--- config.mk ---
export PLATFORM = sky130hd
export DESIGN_NAME = acd_top
export DESIGN_NICKNAME = d
export VERILOG_FILES = /design/src/acd_pkg.sv /design/src/acd_clk_div.sv /design/src/acd_top.sv
export SDC_FILE = /design/constraint.sdc
export NUM_CORES = 1
export LEC_CHECK = 0
export BUFFER_PORTS_ARGS = -buffer_cell sky130_fd_sc_hd__buf_4
export CORE_MARGIN = 4
export CORE_UTILIZATION = 50
export CTS_BUF_LIST = sky130_fd_sc_hd__clkbuf_4
export DETAILED_ROUTE_END_ITERATION = 10
export GPL_TIMING_DRIVEN = 0
export PLACE_DENSITY_LB_ADDON = 0.08
export SYNTH_ARGS = -nofsm -noshare
export SYNTH_HDL_FRONTEND = slang
export SYNTH_SLANG_ARGS = --single-unit
--- constraint.sdc ---
create_clock -name clk -period 3.1 [get_ports clk]
set_input_delay 0 -clock clk [delete_from_list [all_inputs] [get_ports clk]]
set_output_delay 0 -clock clk [all_outputs]
set_load 0.03 [all_outputs]
--- src/acd_pkg.sv ---
// acd_pkg: register map, field layout, reset values and carrier structs
// for the audio clock divider configuration slice.
// assumes a byte-wide register port and a single 125 MHz clock.
package acd_pkg;

   // register offsets on the control port
   localparam logic [7:0] OFS_DIV_ADDR   = 8'h1f;
   localparam logic [7:0] BCK_DIV_ADDR   = 8'h20;
   localparam logic [7:0] FRM_DIV_ADDR   = 8'h21;
   localparam logic [7:0] INTERP_ADDR    = 8'h22;
   localparam logic [7:0] STICKY_ADDR    = 8'h23;
   localparam logic [7:0] CLKDET_ADDR    = 8'h25;

   // field widths
   localparam int OFS_W  = 7;
   localparam int BCK_W  = 7;
   localparam int FRM_W  = 8;
   localparam int RATE_W = 3;
   localparam int EVT_W  = 8;

   // field positions
   localparam int INTERP_BIT      = 4;
   localparam int RATE_LSB        = 0;
   localparam int STICKY_BIT      = 0;
   localparam int IGN_RATE_BIT    = 6;
   localparam int IGN_BCK_BIT     = 5;
   localparam int IGN_MCK_BIT     = 4;
   localparam int IGN_HALT_BIT    = 3;
   localparam int IGN_MISS_BIT    = 2;
   localparam int AUTOSET_DIS_BIT = 1;
   localparam int IGN_PLL_BIT     = 0;
   localparam int CLKDET_RSVD_BIT = 7;

   // reset values
   localparam logic [OFS_W-1:0]  OFS_DIV_RST = 7'h04;
   localparam logic [BCK_W-1:0]  BCK_DIV_RST = 7'h00;
   localparam logic [FRM_W-1:0]  FRM_DIV_RST = 8'h00;
   localparam logic [RATE_W-1:0] RATE_RST    = 3'h4;
   localparam logic [7:0]        CLKDET_RST  = 8'h00;

   // rate band codes; others are reserved
   localparam logic [RATE_W-1:0] RATE_48K = 3'h3;
   localparam logic [RATE_W-1:0] RATE_96K = 3'h4;
   localparam logic [RATE_W-1:0] RATE_32K = 3'h7;

   // values the autoset engine proposes
   typedef struct packed {
      logic [OFS_W-1:0]  ofs_div;
      logic [BCK_W-1:0]  bck_div;
      logic [FRM_W-1:0]  frm_div;
      logic [RATE_W-1:0] rate_band;
   } acd_auto_s;

   // raw clock detector reports, active high
   typedef struct packed {
      logic rate_fault;
      logic bitclk_fault;
      logic masterclk_fault;
      logic clock_halt;
      logic clock_missing;
      logic pll_unlocked;
   } acd_fault_s;

endpackage : acd_pkg

--- src/acd_clk_div.sv ---
// acd_clk_div: divide-by-(ratio+1) counter advanced by an enable pulse.
// assumes ratio may change at any time; it is only taken at a wrap or while held in reset or idle.
`timescale 1ns/1ns
module acd_clk_div #(
   parameter int W = 7
) (
   input  wire logic         clk,
   input  wire logic         sys_rst,
   input  wire logic         run,
   input  wire logic         adv,
   input  wire logic [W-1:0] ratio,
   output logic              tick,
   output logic              clk_out
);
   logic [W-1:0] cnt_q;
   logic [W-1:0] ratio_q;

   // reload at wrap
   // while running, the new ratio is latched only at the period end, so no runt cycle
   always_ff @(posedge clk) begin
      if (sys_rst || !run) begin
         cnt_q   <= '0;
         ratio_q <= ratio;
      end else if (adv) begin
         if (cnt_q == ratio_q) begin
            cnt_q   <= '0;
            ratio_q <= ratio;
         end else begin
            cnt_q <= cnt_q + W'(1);
         end
      end
   end

   // tick at the last count of each period
   assign tick = run && adv && (cnt_q == ratio_q);

   // high for the first half; divide by 1 stays high (limitation)
   always_ff @(posedge clk) begin
      if (sys_rst || !run) begin
         clk_out <= 1'b0;
      end else begin
         clk_out <= (cnt_q <= (ratio_q >> 1));
      end
   end
endmodule : acd_clk_div

--- src/acd_top.sv ---
// acd_top: clock divider configuration registers, master-mode clock
// generators, clock error qualification and the sticky interrupt flag.
// assumes all inputs come from logic on clk; master clock is clk itself.
`timescale 1ns/1ns

// Functional notes
// - offset calibrator clock divides by field plus one
// - master bit clock divides master clock by field+1
// - master frame clock divides bit clock by field+1
// - interpolation 8x at 0, 16x at 1
// - rate band codes 011, 100, 111 only
// - autoset overrides programmed rate band
// - sticky bit 0 mirrors interrupt pin
// - reading sticky register clears flag and pin
// - mask selects which events raise interrupt
// - ignore bit suppresses rate fault clock error
// - autoset disable selects manual divider values
// - ignore bit suppresses pll lock clock error
// - ignore bit blocks dac powerdown on missing clocks
module acd_top (
   input  wire logic                      clk,
   input  wire logic                      sys_rst,
   // register port
   input  wire logic                      reg_wr,
   input  wire logic                      reg_rd,
   input  wire logic [7:0]                reg_addr,
   input  wire logic [7:0]                reg_wdata,
   output logic      [7:0]                reg_rdata,
   output logic                           reg_rvalid,
   // clocking context
   input  wire logic                      master_mode,
   input  wire acd_pkg::acd_auto_s        auto_cfg,
   input  wire acd_pkg::acd_fault_s       faults,
   input  wire logic [acd_pkg::EVT_W-1:0] irq_events,
   input  wire logic [acd_pkg::EVT_W-1:0] irq_mask,
   // generated clocks and status
   output logic                           ofs_cal_tick,
   output logic                           bitclk_out,
   output logic                           frameclk_out,
   output logic                           interp_16x,
   output logic [acd_pkg::RATE_W-1:0]     rate_band_eff,
   output logic                           clock_error,
   output logic                           dac_powerdown,
   output logic                           irq_pin
);
   logic [acd_pkg::OFS_W-1:0]  offset_cal_div_q;
   logic [acd_pkg::BCK_W-1:0]  master_bitclk_div_q;
   logic [acd_pkg::FRM_W-1:0]  master_frameclk_div_q;
   logic                       interp_rate_sel_q;
   logic [acd_pkg::RATE_W-1:0] rate_band_sel_q;
   logic [7:0]                 clkdet_q;
   logic                       sticky_q;

   logic                       autoset_on;
   logic [acd_pkg::OFS_W-1:0]  ofs_ratio;
   logic [acd_pkg::BCK_W-1:0]  bck_ratio;
   logic [acd_pkg::FRM_W-1:0]  frm_ratio;
   logic                       ofs_tick;
   logic                       ofs_lvl;
   logic                       bck_tick;
   logic                       bck_lvl;
   logic                       frm_lvl;
   logic                       err_d;
   logic                       irq_set;
   logic                       sticky_rd;
   logic                       rate_ok;

   always_ff @(posedge clk) begin
      if (sys_rst) begin
         offset_cal_div_q <= acd_pkg::OFS_DIV_RST;
      end else if (reg_wr && reg_addr == acd_pkg::OFS_DIV_ADDR) begin
         offset_cal_div_q <= reg_wdata[acd_pkg::OFS_W-1:0];
      end
   end

   always_ff @(posedge clk) begin
      if (sys_rst) begin
         master_bitclk_div_q <= acd_pkg::BCK_DIV_RST;
      end else if (reg_wr && reg_addr == acd_pkg::BCK_DIV_ADDR) begin
         master_bitclk_div_q <= reg_wdata[acd_pkg::BCK_W-1:0];
      end
   end

   always_ff @(posedge clk) begin
      if (sys_rst) begin
         master_frameclk_div_q <= acd_pkg::FRM_DIV_RST;
      end else if (reg_wr && reg_addr == acd_pkg::FRM_DIV_ADDR) begin
         master_frameclk_div_q <= reg_wdata[acd_pkg::FRM_W-1:0];
      end
   end

   // interpolation select and rate band field
   always_ff @(posedge clk) begin
      if (sys_rst) begin
         interp_rate_sel_q <= 1'b0;
         rate_band_sel_q   <= acd_pkg::RATE_RST;
      end else if (reg_wr && reg_addr == acd_pkg::INTERP_ADDR) begin
         interp_rate_sel_q <= reg_wdata[acd_pkg::INTERP_BIT];
         rate_band_sel_q   <= reg_wdata[acd_pkg::RATE_LSB +: acd_pkg::RATE_W];
      end
   end

   // clock detector ignore bits and autoset disable, all plain r/w
   always_ff @(posedge clk) begin
      if (sys_rst) begin
         clkdet_q <= acd_pkg::CLKDET_RST;
      end else if (reg_wr && reg_addr == acd_pkg::CLKDET_ADDR) begin
         clkdet_q <= reg_wdata;
      end
   end

   // manual values only with autoset disabled
   assign autoset_on = !clkdet_q[acd_pkg::AUTOSET_DIS_BIT];
   assign ofs_ratio  = autoset_on ? auto_cfg.ofs_div : offset_cal_div_q;
   assign bck_ratio  = autoset_on ? auto_cfg.bck_div : master_bitclk_div_q;
   assign frm_ratio  = autoset_on ? auto_cfg.frm_div : master_frameclk_div_q;

   // offset calibrator divider, always running off the source clock
   acd_clk_div #(.W(acd_pkg::OFS_W)) u_ofs_div (
      .clk     (clk),
      .sys_rst (sys_rst),
      .run     (1'b1),
      .adv     (1'b1),
      .ratio   (ofs_ratio),
      .tick    (ofs_tick),
      .clk_out (ofs_lvl)
   );

   // bit clock divider, held idle outside master mode
   acd_clk_div #(.W(acd_pkg::BCK_W)) u_bck_div (
      .clk     (clk),
      .sys_rst (sys_rst),
      .run     (master_mode),
      .adv     (1'b1),
      .ratio   (bck_ratio),
      .tick    (bck_tick),
      .clk_out (bck_lvl)
   );

   // frame clock counts whole bit clock periods
   acd_clk_div #(.W(acd_pkg::FRM_W)) u_frm_div (
      .clk     (clk),
      .sys_rst (sys_rst),
      .run     (master_mode),
      .adv     (bck_tick),
      .ratio   (frm_ratio),
      .tick    (),
      .clk_out (frm_lvl)
   );

   // retimed clock outputs
   // divider levels are already flops; one more stage keeps outputs aligned
   always_ff @(posedge clk) begin
      if (sys_rst) begin
         ofs_cal_tick <= 1'b0;
         bitclk_out   <= 1'b0;
         frameclk_out <= 1'b0;
      end else begin
         ofs_cal_tick <= ofs_tick;
         bitclk_out   <= bck_lvl;
         frameclk_out <= frm_lvl;
      end
   end

   // only documented codes count as valid
   assign rate_ok = (rate_band_sel_q == acd_pkg::RATE_48K) ||
                    (rate_band_sel_q == acd_pkg::RATE_96K) ||
                    (rate_band_sel_q == acd_pkg::RATE_32K);

   // autoset picks the rate band itself
   // a reserved manual code falls back to the reset band rather than pass
   always_ff @(posedge clk) begin
      if (sys_rst) begin
         rate_band_eff <= acd_pkg::RATE_RST;
         interp_16x    <= 1'b0;
      end else begin
         interp_16x <= interp_rate_sel_q;
         if (autoset_on) begin
            rate_band_eff <= auto_cfg.rate_band;
         end else if (rate_ok) begin
            rate_band_eff <= rate_band_sel_q;
         end else begin
            rate_band_eff <= acd_pkg::RATE_RST;
         end
      end
   end

   // clock error qualification by ignore bits
   always_comb begin
      err_d = 1'b0;
      if (faults.rate_fault && !clkdet_q[acd_pkg::IGN_RATE_BIT]) begin
         err_d = 1'b1;
      end
      if (faults.bitclk_fault && !clkdet_q[acd_pkg::IGN_BCK_BIT]) begin
         err_d = 1'b1;
      end
      if (faults.masterclk_fault && !clkdet_q[acd_pkg::IGN_MCK_BIT]) begin
         err_d = 1'b1;
      end
      if (faults.clock_halt && !clkdet_q[acd_pkg::IGN_HALT_BIT]) begin
         err_d = 1'b1;
      end
      if (faults.pll_unlocked && !clkdet_q[acd_pkg::IGN_PLL_BIT]) begin
         err_d = 1'b1;
      end
   end

   // missing clocks power the dac down unless ignored
   always_ff @(posedge clk) begin
      if (sys_rst) begin
         clock_error   <= 1'b0;
         dac_powerdown <= 1'b0;
      end else begin
         clock_error   <= err_d;
         dac_powerdown <= faults.clock_missing && !clkdet_q[acd_pkg::IGN_MISS_BIT];
      end
   end

   assign irq_set   = |(irq_events & irq_mask);
   assign sticky_rd = reg_rd && (reg_addr == acd_pkg::STICKY_ADDR);

   // sticky flag, cleared by read
   // a new event in the read cycle wins so it is never lost
   always_ff @(posedge clk) begin
      if (sys_rst) begin
         sticky_q <= 1'b0;
      end else if (irq_set) begin
         sticky_q <= 1'b1;
      end else if (sticky_rd) begin
         sticky_q <= 1'b0;
      end
   end

   always_ff @(posedge clk) begin
      if (sys_rst) begin
         irq_pin <= 1'b0;
      end else if (irq_set) begin
         irq_pin <= 1'b1;
      end else if (sticky_rd) begin
         irq_pin <= 1'b0;
      end
   end

   // read mux, one cycle latency; unmapped addresses read zero
   always_ff @(posedge clk) begin
      if (sys_rst) begin
         reg_rdata  <= 8'h00;
         reg_rvalid <= 1'b0;
      end else begin
         reg_rvalid <= reg_rd;
         if (reg_rd) begin
            unique case (reg_addr)
               acd_pkg::OFS_DIV_ADDR: reg_rdata <= {1'b0, offset_cal_div_q};
               acd_pkg::BCK_DIV_ADDR: reg_rdata <= {1'b0, master_bitclk_div_q};
               acd_pkg::FRM_DIV_ADDR: reg_rdata <= master_frameclk_div_q;
               acd_pkg::INTERP_ADDR:  reg_rdata <= {3'h0, interp_rate_sel_q,
                                                    1'b0, rate_band_sel_q};
               acd_pkg::STICKY_ADDR:  reg_rdata <= {7'h00, sticky_q};
               acd_pkg::CLKDET_ADDR:  reg_rdata <= clkdet_q;
               default:               reg_rdata <= 8'h00;
            endcase
         end
      end
   end
endmodule : acd_top

# Word-level counts from Yosys, hierarchy flattened
# Index checks and enable logic that the tools add are counted.
[totals] register_bits=99 latch_bits=0 mem_bits_rw=0 rom_bits=0 input_bits=68 mem_count=0
[op_classes] n_addsub=3 mul=0 div_mod_pow=0 order_cmp=2 eq_ne=12 shift=0 muxes=21 bitwise=1 reduce_logical=32
[ops] operator="$pmux W8 S6" n=1
[ops] operator="$mux W7" n=6
[ops] operator="$eq A8 B6 Y1 const B" n=5
[ops] operator="$mux W8" n=5
[ops] operator="$add A7 B1 Y7 const B" n=2
[ops] operator="$eq A7 B7 Y1" n=2
[ops] operator="$logic_and A1 B1 Y1" n=13
[ops] operator="$reduce_bool A2 Y1" n=5
[ops] operator="$add A8 B1 Y8 const B" n=1
[ops] operator="$and A8 B8 Y8" n=1
[ops] operator="$eq A8 B5 Y1 const B" n=1
[ops] operator="$eq A8 B8 Y1" n=1
[ops] operator="$le A8 B7 Y1" n=1
[ops] operator="$reduce_or A8 Y1" n=1
[ops] operator="$le A7 B6 Y1" n=1
[ops] operator="$logic_not A1 Y1" n=7
[ops] operator="$mux W1" n=7
[ops] operator="$eq A3 B3 Y1 const B" n=2
[ops] operator="$mux W3" n=2
[ops] operator="$reduce_or A2 Y1" n=2
[ops] operator="$eq A3 B2 Y1 const B" n=1
[ops] operator="$logic_or A1 B1 Y1" n=3
[ops] operator="$reduce_and A2 Y1" n=1

# Logic depth before layout (Yosys ltp)
[logic_depth] word_depth=7 mapped_depth=7

# Modules after synthesis
# A second synthesis with hierarchy kept.
[unflattened] cells_unflattened=484 hier_area_um2=4879.7
[by_module_without_submodules] module="acd_top" instances=1 cells_per_inst=253 area_each_um2=2463.6 seq_area_each_um2=1061.0
[by_module_without_submodules] module="acd_clk_div at u_bck_div ..." instances=2 cells_per_inst=73 area_each_um2=760.7 seq_area_each_um2=370.4
[by_module_without_submodules] module="acd_clk_div at u_frm_div" instances=1 cells_per_inst=85 area_each_um2=894.6 seq_area_each_um2=420.4

# Least setup slack after synthesis
# Ideal clock, no wire load.
[synth_path] path_type="reg-to-reg" startpoint="reg u_bck_div.ratio_q[2]" endpoint="reg u_frm_div.ratio_q[0] (enable)" setup_ps=373 arrival_ps=1520 required_ps=2727 slack_ps=1207 stages_incl_launch_ff=5 path_buffers=0 cell_sequence="edfxtp_1 > xnor2_1 > nand4_1 > o31ai_1 > a21boi_2"
[synth_via] elab_chain_cells=4
[synth_rtl] item="from (decl)" line="acd_clk_div.sv:16" source="logic [W-1:0] ratio_q;"
[synth_rtl] item="from (signal assigned)" line="acd_clk_div.sv:23" source="ratio_q <= ratio;"
[synth_rtl] item="from (signal assigned)" line="acd_clk_div.sv:27" source="ratio_q <= ratio;"
[synth_rtl] item="$eq A7 B7 Y1" line="acd_clk_div.sv:35" source="assign tick = run && adv && (cnt_q == ratio_q);"
[synth_rtl] item="$logic_and A1 B1 Y1" line="acd_clk_div.sv:35"
[synth_rtl] item="$reduce_bool A2 Y1 (no line)"
[synth_rtl] item="$reduce_and A2 Y1 (no line)"
[synth_rtl] item="to (signal assigned)" line="acd_clk_div.sv:23"
[synth_rtl] item="to (signal assigned)" line="acd_clk_div.sv:27"
[synth_rtl] item="to (decl)" line="acd_clk_div.sv:16"
# Every way passes these cells.
# A chain may end at the register's enable or synchronous reset.

# Worst setup path in the final report
[layout_path] startpoint="reg u_bck_div.cnt_q[4]" endpoint="reg u_frm_div.ratio_q[2] (enable)"
[layout_via] elab_chain_cells=4
[layout_rtl] item="from (decl)" line="acd_clk_div.sv:15" source="logic [W-1:0] cnt_q;"
[layout_rtl] item="from (signal assigned)" line="acd_clk_div.sv:29" source="cnt_q <= cnt_q + W'(1);"
[layout_rtl] item="$eq A7 B7 Y1" line="acd_clk_div.sv:35"
[layout_rtl] item="$logic_and A1 B1 Y1" line="acd_clk_div.sv:35"
[layout_rtl] item="$reduce_bool A2 Y1 (no line)"
[layout_rtl] item="$reduce_and A2 Y1 (no line)"
# Every way passes these cells.

==> results.json <==
{
  "status": "finished clean",
  "cp.arrival_ps": 2420,
  "placedInstanceArea_sq_um": 5470,
  "period_minus_slack_ps": 2330,
  "finClkSkew_ps": 20.3,
  "port_buffers": 84,
  "endpoint_kind": "register",
  "antenna_found_initial": 0,
  "slew_headroom": 0.516,
  "fin_cells": 718,
  "antenna_left": 0,
  "seq_area_frac_synth": 0.468,
  "h-tree-depth": 3,
  "wl_per_cell_microns": 16.4,
  "yosysWarnings": 0,
  "final_cell_area_sq_um": 6110,
  "nFillCells": 757,
  "setup_tns_ps": 0,
  "synth_cell_types": 53,
  "dp.cells": 655,
  "peakVddDrop_mv": 0.269,
  "drive_gt1_frac": 0.231,
  "max_freq_mhz": 428,
  "cts_tree": "done",
  "worstMarginPinSlew_ps": 722,
  "core_sq_um": 9200,
  "dieArea_sq_um": 11000,
  "wl_microns": 11700,
  "synth_top_cells_by_count": "77 x dfxtp_1, 58 x nor2_1, 26 x mux2i_1",
  "synth_area_sq_um": 4700,
  "clock_latency_ps": 450,
  "clockBufferDepth": 2,
  "post-route-drc-count": 0,
  "hold_viol": 0,
  "die_y_microns": 105,
  "powerDensity_nw_per_um2": 404,
  "vias_per_cell": 5.33,
  "overflow": 0,
  "yosysTopAreaCell": "dfxtp_1",
  "syn-num-nets": 544,
  "crit_path_max_incr_delay_ps": 640,
  "drtIter0Drc": 190,
  "cellLeakagePower_nw": 2.56,
  "fp-row-count": 35,
  "die_w_microns": 105,
  "total_power_mw": 2.47,
  "path_cells": "xnor2_1 > nand4_1 > o31ai_1 > a21boi_2",
  "clock_sinks": 99,
  "postSynthAreaPerCell_sq_um": 10.2,
  "async_reset_ff_frac": 0,
  "synth_area_leaders": "dfxtp_1 33%, edfxtp_1 14%, mux2i_1 5.5%, mux2_2 5.3%, nor2_1 4.6%",
  "place_congestion": 0.865,
  "syn_to_final_growth_pct": 30.0,
  "post-route-period-util": 0.753,
  "synth_edf_count": 22,
  "critPathMaxFanout": 14,
  "dp.final_hpwl_microns": 8580,
  "max_cap_viol_count": 0,
  "vias": 3826,
  "grt_pass1_vias": 3929,
  "report.final.slew_viol_count": 0,
  "ys_ff_latch": 99,
  "critPathLaunchType": "register",
  "yosysTopAreaCellShare": 0.328,
  "yosys_most_used_dff": "dfxtp_1",
  "root_buffer": "clkbuf_4",
  "worstPathRequired_ps": 3180,
  "grt_pass1_wl_microns": 19300,
  "crit_type": "register to register",
  "hold_class": "primary input to register",
  "dr.pass1.iters": 4,
  "finalNetCount": 686,
  "start_util": 0.511,
  "groute.usage.overall": 0.219,
  "slowest_stage": "a21boi_2",
  "syn_inst": 460,
  "finalSetupViolCount": 0,
  "io_pins": 87,
  "cts_resized": 0,
  "yosysMostFrequentCell": "dfxtp_1",
  "grt_max_degree": 18,
  "cts_buffers": 9,
  "diodes": 0,
  "clkTransAtPathRegs_ps": 160,
  "rsz0062_at_grt": "no"
}
cell families (layout without fill, tap and decap cells):
family,count (synthesis),in the layout,synth area share
simple gates,154,154,0.176
flops,99,99,0.468
compound gates,66,66,0.0966
mux,49,49,0.113
xor+xnor,38,38,0.0708
buf+inv,38,185,0.0333
fa+ha+maj,16,16,0.0426
state kept, by name, summed over array words and instances (netlist names), 3 cells and up:
| signal | count |
|---|---|
| u_frm_div.ratio_q | 8 |
| offset_cal_div_q | 7 |
| u_bck_div.cnt_q | 7 |
| master_frameclk_div_q | 8 |
| u_ofs_div.ratio_q | 7 |
| u_bck_div.ratio_q | 7 |
| u_frm_div.cnt_q | 8 |
| reg_rdata | 8 |
| rate_band_eff | 3 |
| rate_band_sel_q | 3 |
| u_ofs_div.cnt_q | 7 |
| clkdet_q | 8 |
| master_bitclk_div_q | 7 |
cells in the final DEF (no fill, tap or decap), drive strengths merged, types with 2 or more instances in the layout:
cell type | synthesis | layout
a22o | 10 | 10
dfxtp | 77 | 77
edfxtp | 22 | 22
clkbuf | 9 | 19
and2 | 2 | 2
a221o | 3 | 3
buf | 8 | 92
mux2i | 26 | 26
nand4 | 7 | 7
nand3 | 20 | 20
bufinv | 0 | 2
nor3 | 4 | 4
nand2 | 22 | 22
xor2 | 17 | 17
nor3b | 3 | 3
a211oi | 3 | 3
nand2b | 8 | 8
dlygate4sd3 | 0 | 47
ha | 16 | 16
nor4 | 9 | 9
a22oi | 3 | 3
nor2 | 58 | 58
and3 | 5 | 5
nand4b | 4 | 4
inv | 21 | 23
xnor2 | 21 | 21
a31oi | 2 | 2
nor2b | 9 | 9
mux2 | 22 | 22
a21boi | 3 | 3
a221oi | 3 | 3
a21oi | 22 | 22
o21ai | 8 | 8
a21o | 3 | 3
final timing paths:
| path | end | slack, ps | startpoint | depth (start not counted) |
|---|---|---|---|---|
| worst max-delay path | u_frm_div.ratio_q[2] | 770 | u_bck_div.cnt_q[4] | 4 |
| worst min-delay path | u_bck_div.clk_out | 40 | master_mode | 3 |
| worst max register to register | u_frm_div.ratio_q[2] | 770 | u_bck_div.cnt_q[4] | 4 |
| worst min register to register | frameclk_out | 450 | u_frm_div.clk_out | 1 |
critical path, delay by kind of cell, from the launching register on:
kind	cells	cell delay, ps
flip-flops	1	470
AND/OR/NAND/NOR	1	350
XOR/XNOR	1	150
AO/OA/AOI/OAI	2	1000
layer usage:
layer | part of all wire | routed length [microns] | up-vias | global-route usage
met1 | 0.46 | 5440 | 1799 | 0.287
met3 | 0.044 | 517 | 15 | 0.0420
li1 | - | - | 1914 | -
met5 | 0 | 0 | - | 0
met2 | 0.48 | 5630 | 98 | 0.369
met4 | 0.014 | 159 | 0 | 0.0619
through the flow:
stage          utilization  setup WS, ps  hold slack, ps
2_1_floorplan            -          1210            88.2
3_3_place_gp         0.595           823             227
3_5_place_dp         0.595           813             234
4_1_cts              0.665           772            21.0
5_1_grt              0.665           600            62.0
6_report             0.665           766            45.0
report_power, final:
group	internal [mW]	total (mW)	switching [mW]
Combinational	0.160	0.295	0.135
Sequential	1.35	1.37	0.0199
Clock	0.347	0.801	0.454
Total	1.86	2.47	0.609
cell type report:
class	instances	area, sq um	share of cell area
inverters	21	78.8	0.0129
repair buffers	131	1100	0.180
multi-input cells	323	2340	0.383
clock inverters	6	96.3	0.0158
well taps	111	139	0.0227
flip-flops and latches	99	2200	0.360
clock buffers	10	75.1	0.0123
plain buffers	17	77.6	0.0127
what timing repair did:
| action | CTS | global route |
|---|---|---|
| setup buffers | 0 | 0 |
| hold buffers | 47 | 0 |
| hold endpoints to repair | 72 | 0 |
| endpoints found under the setup margin | 0 | 0 |
No activity file was read; power rests on OpenSTA's default activity.
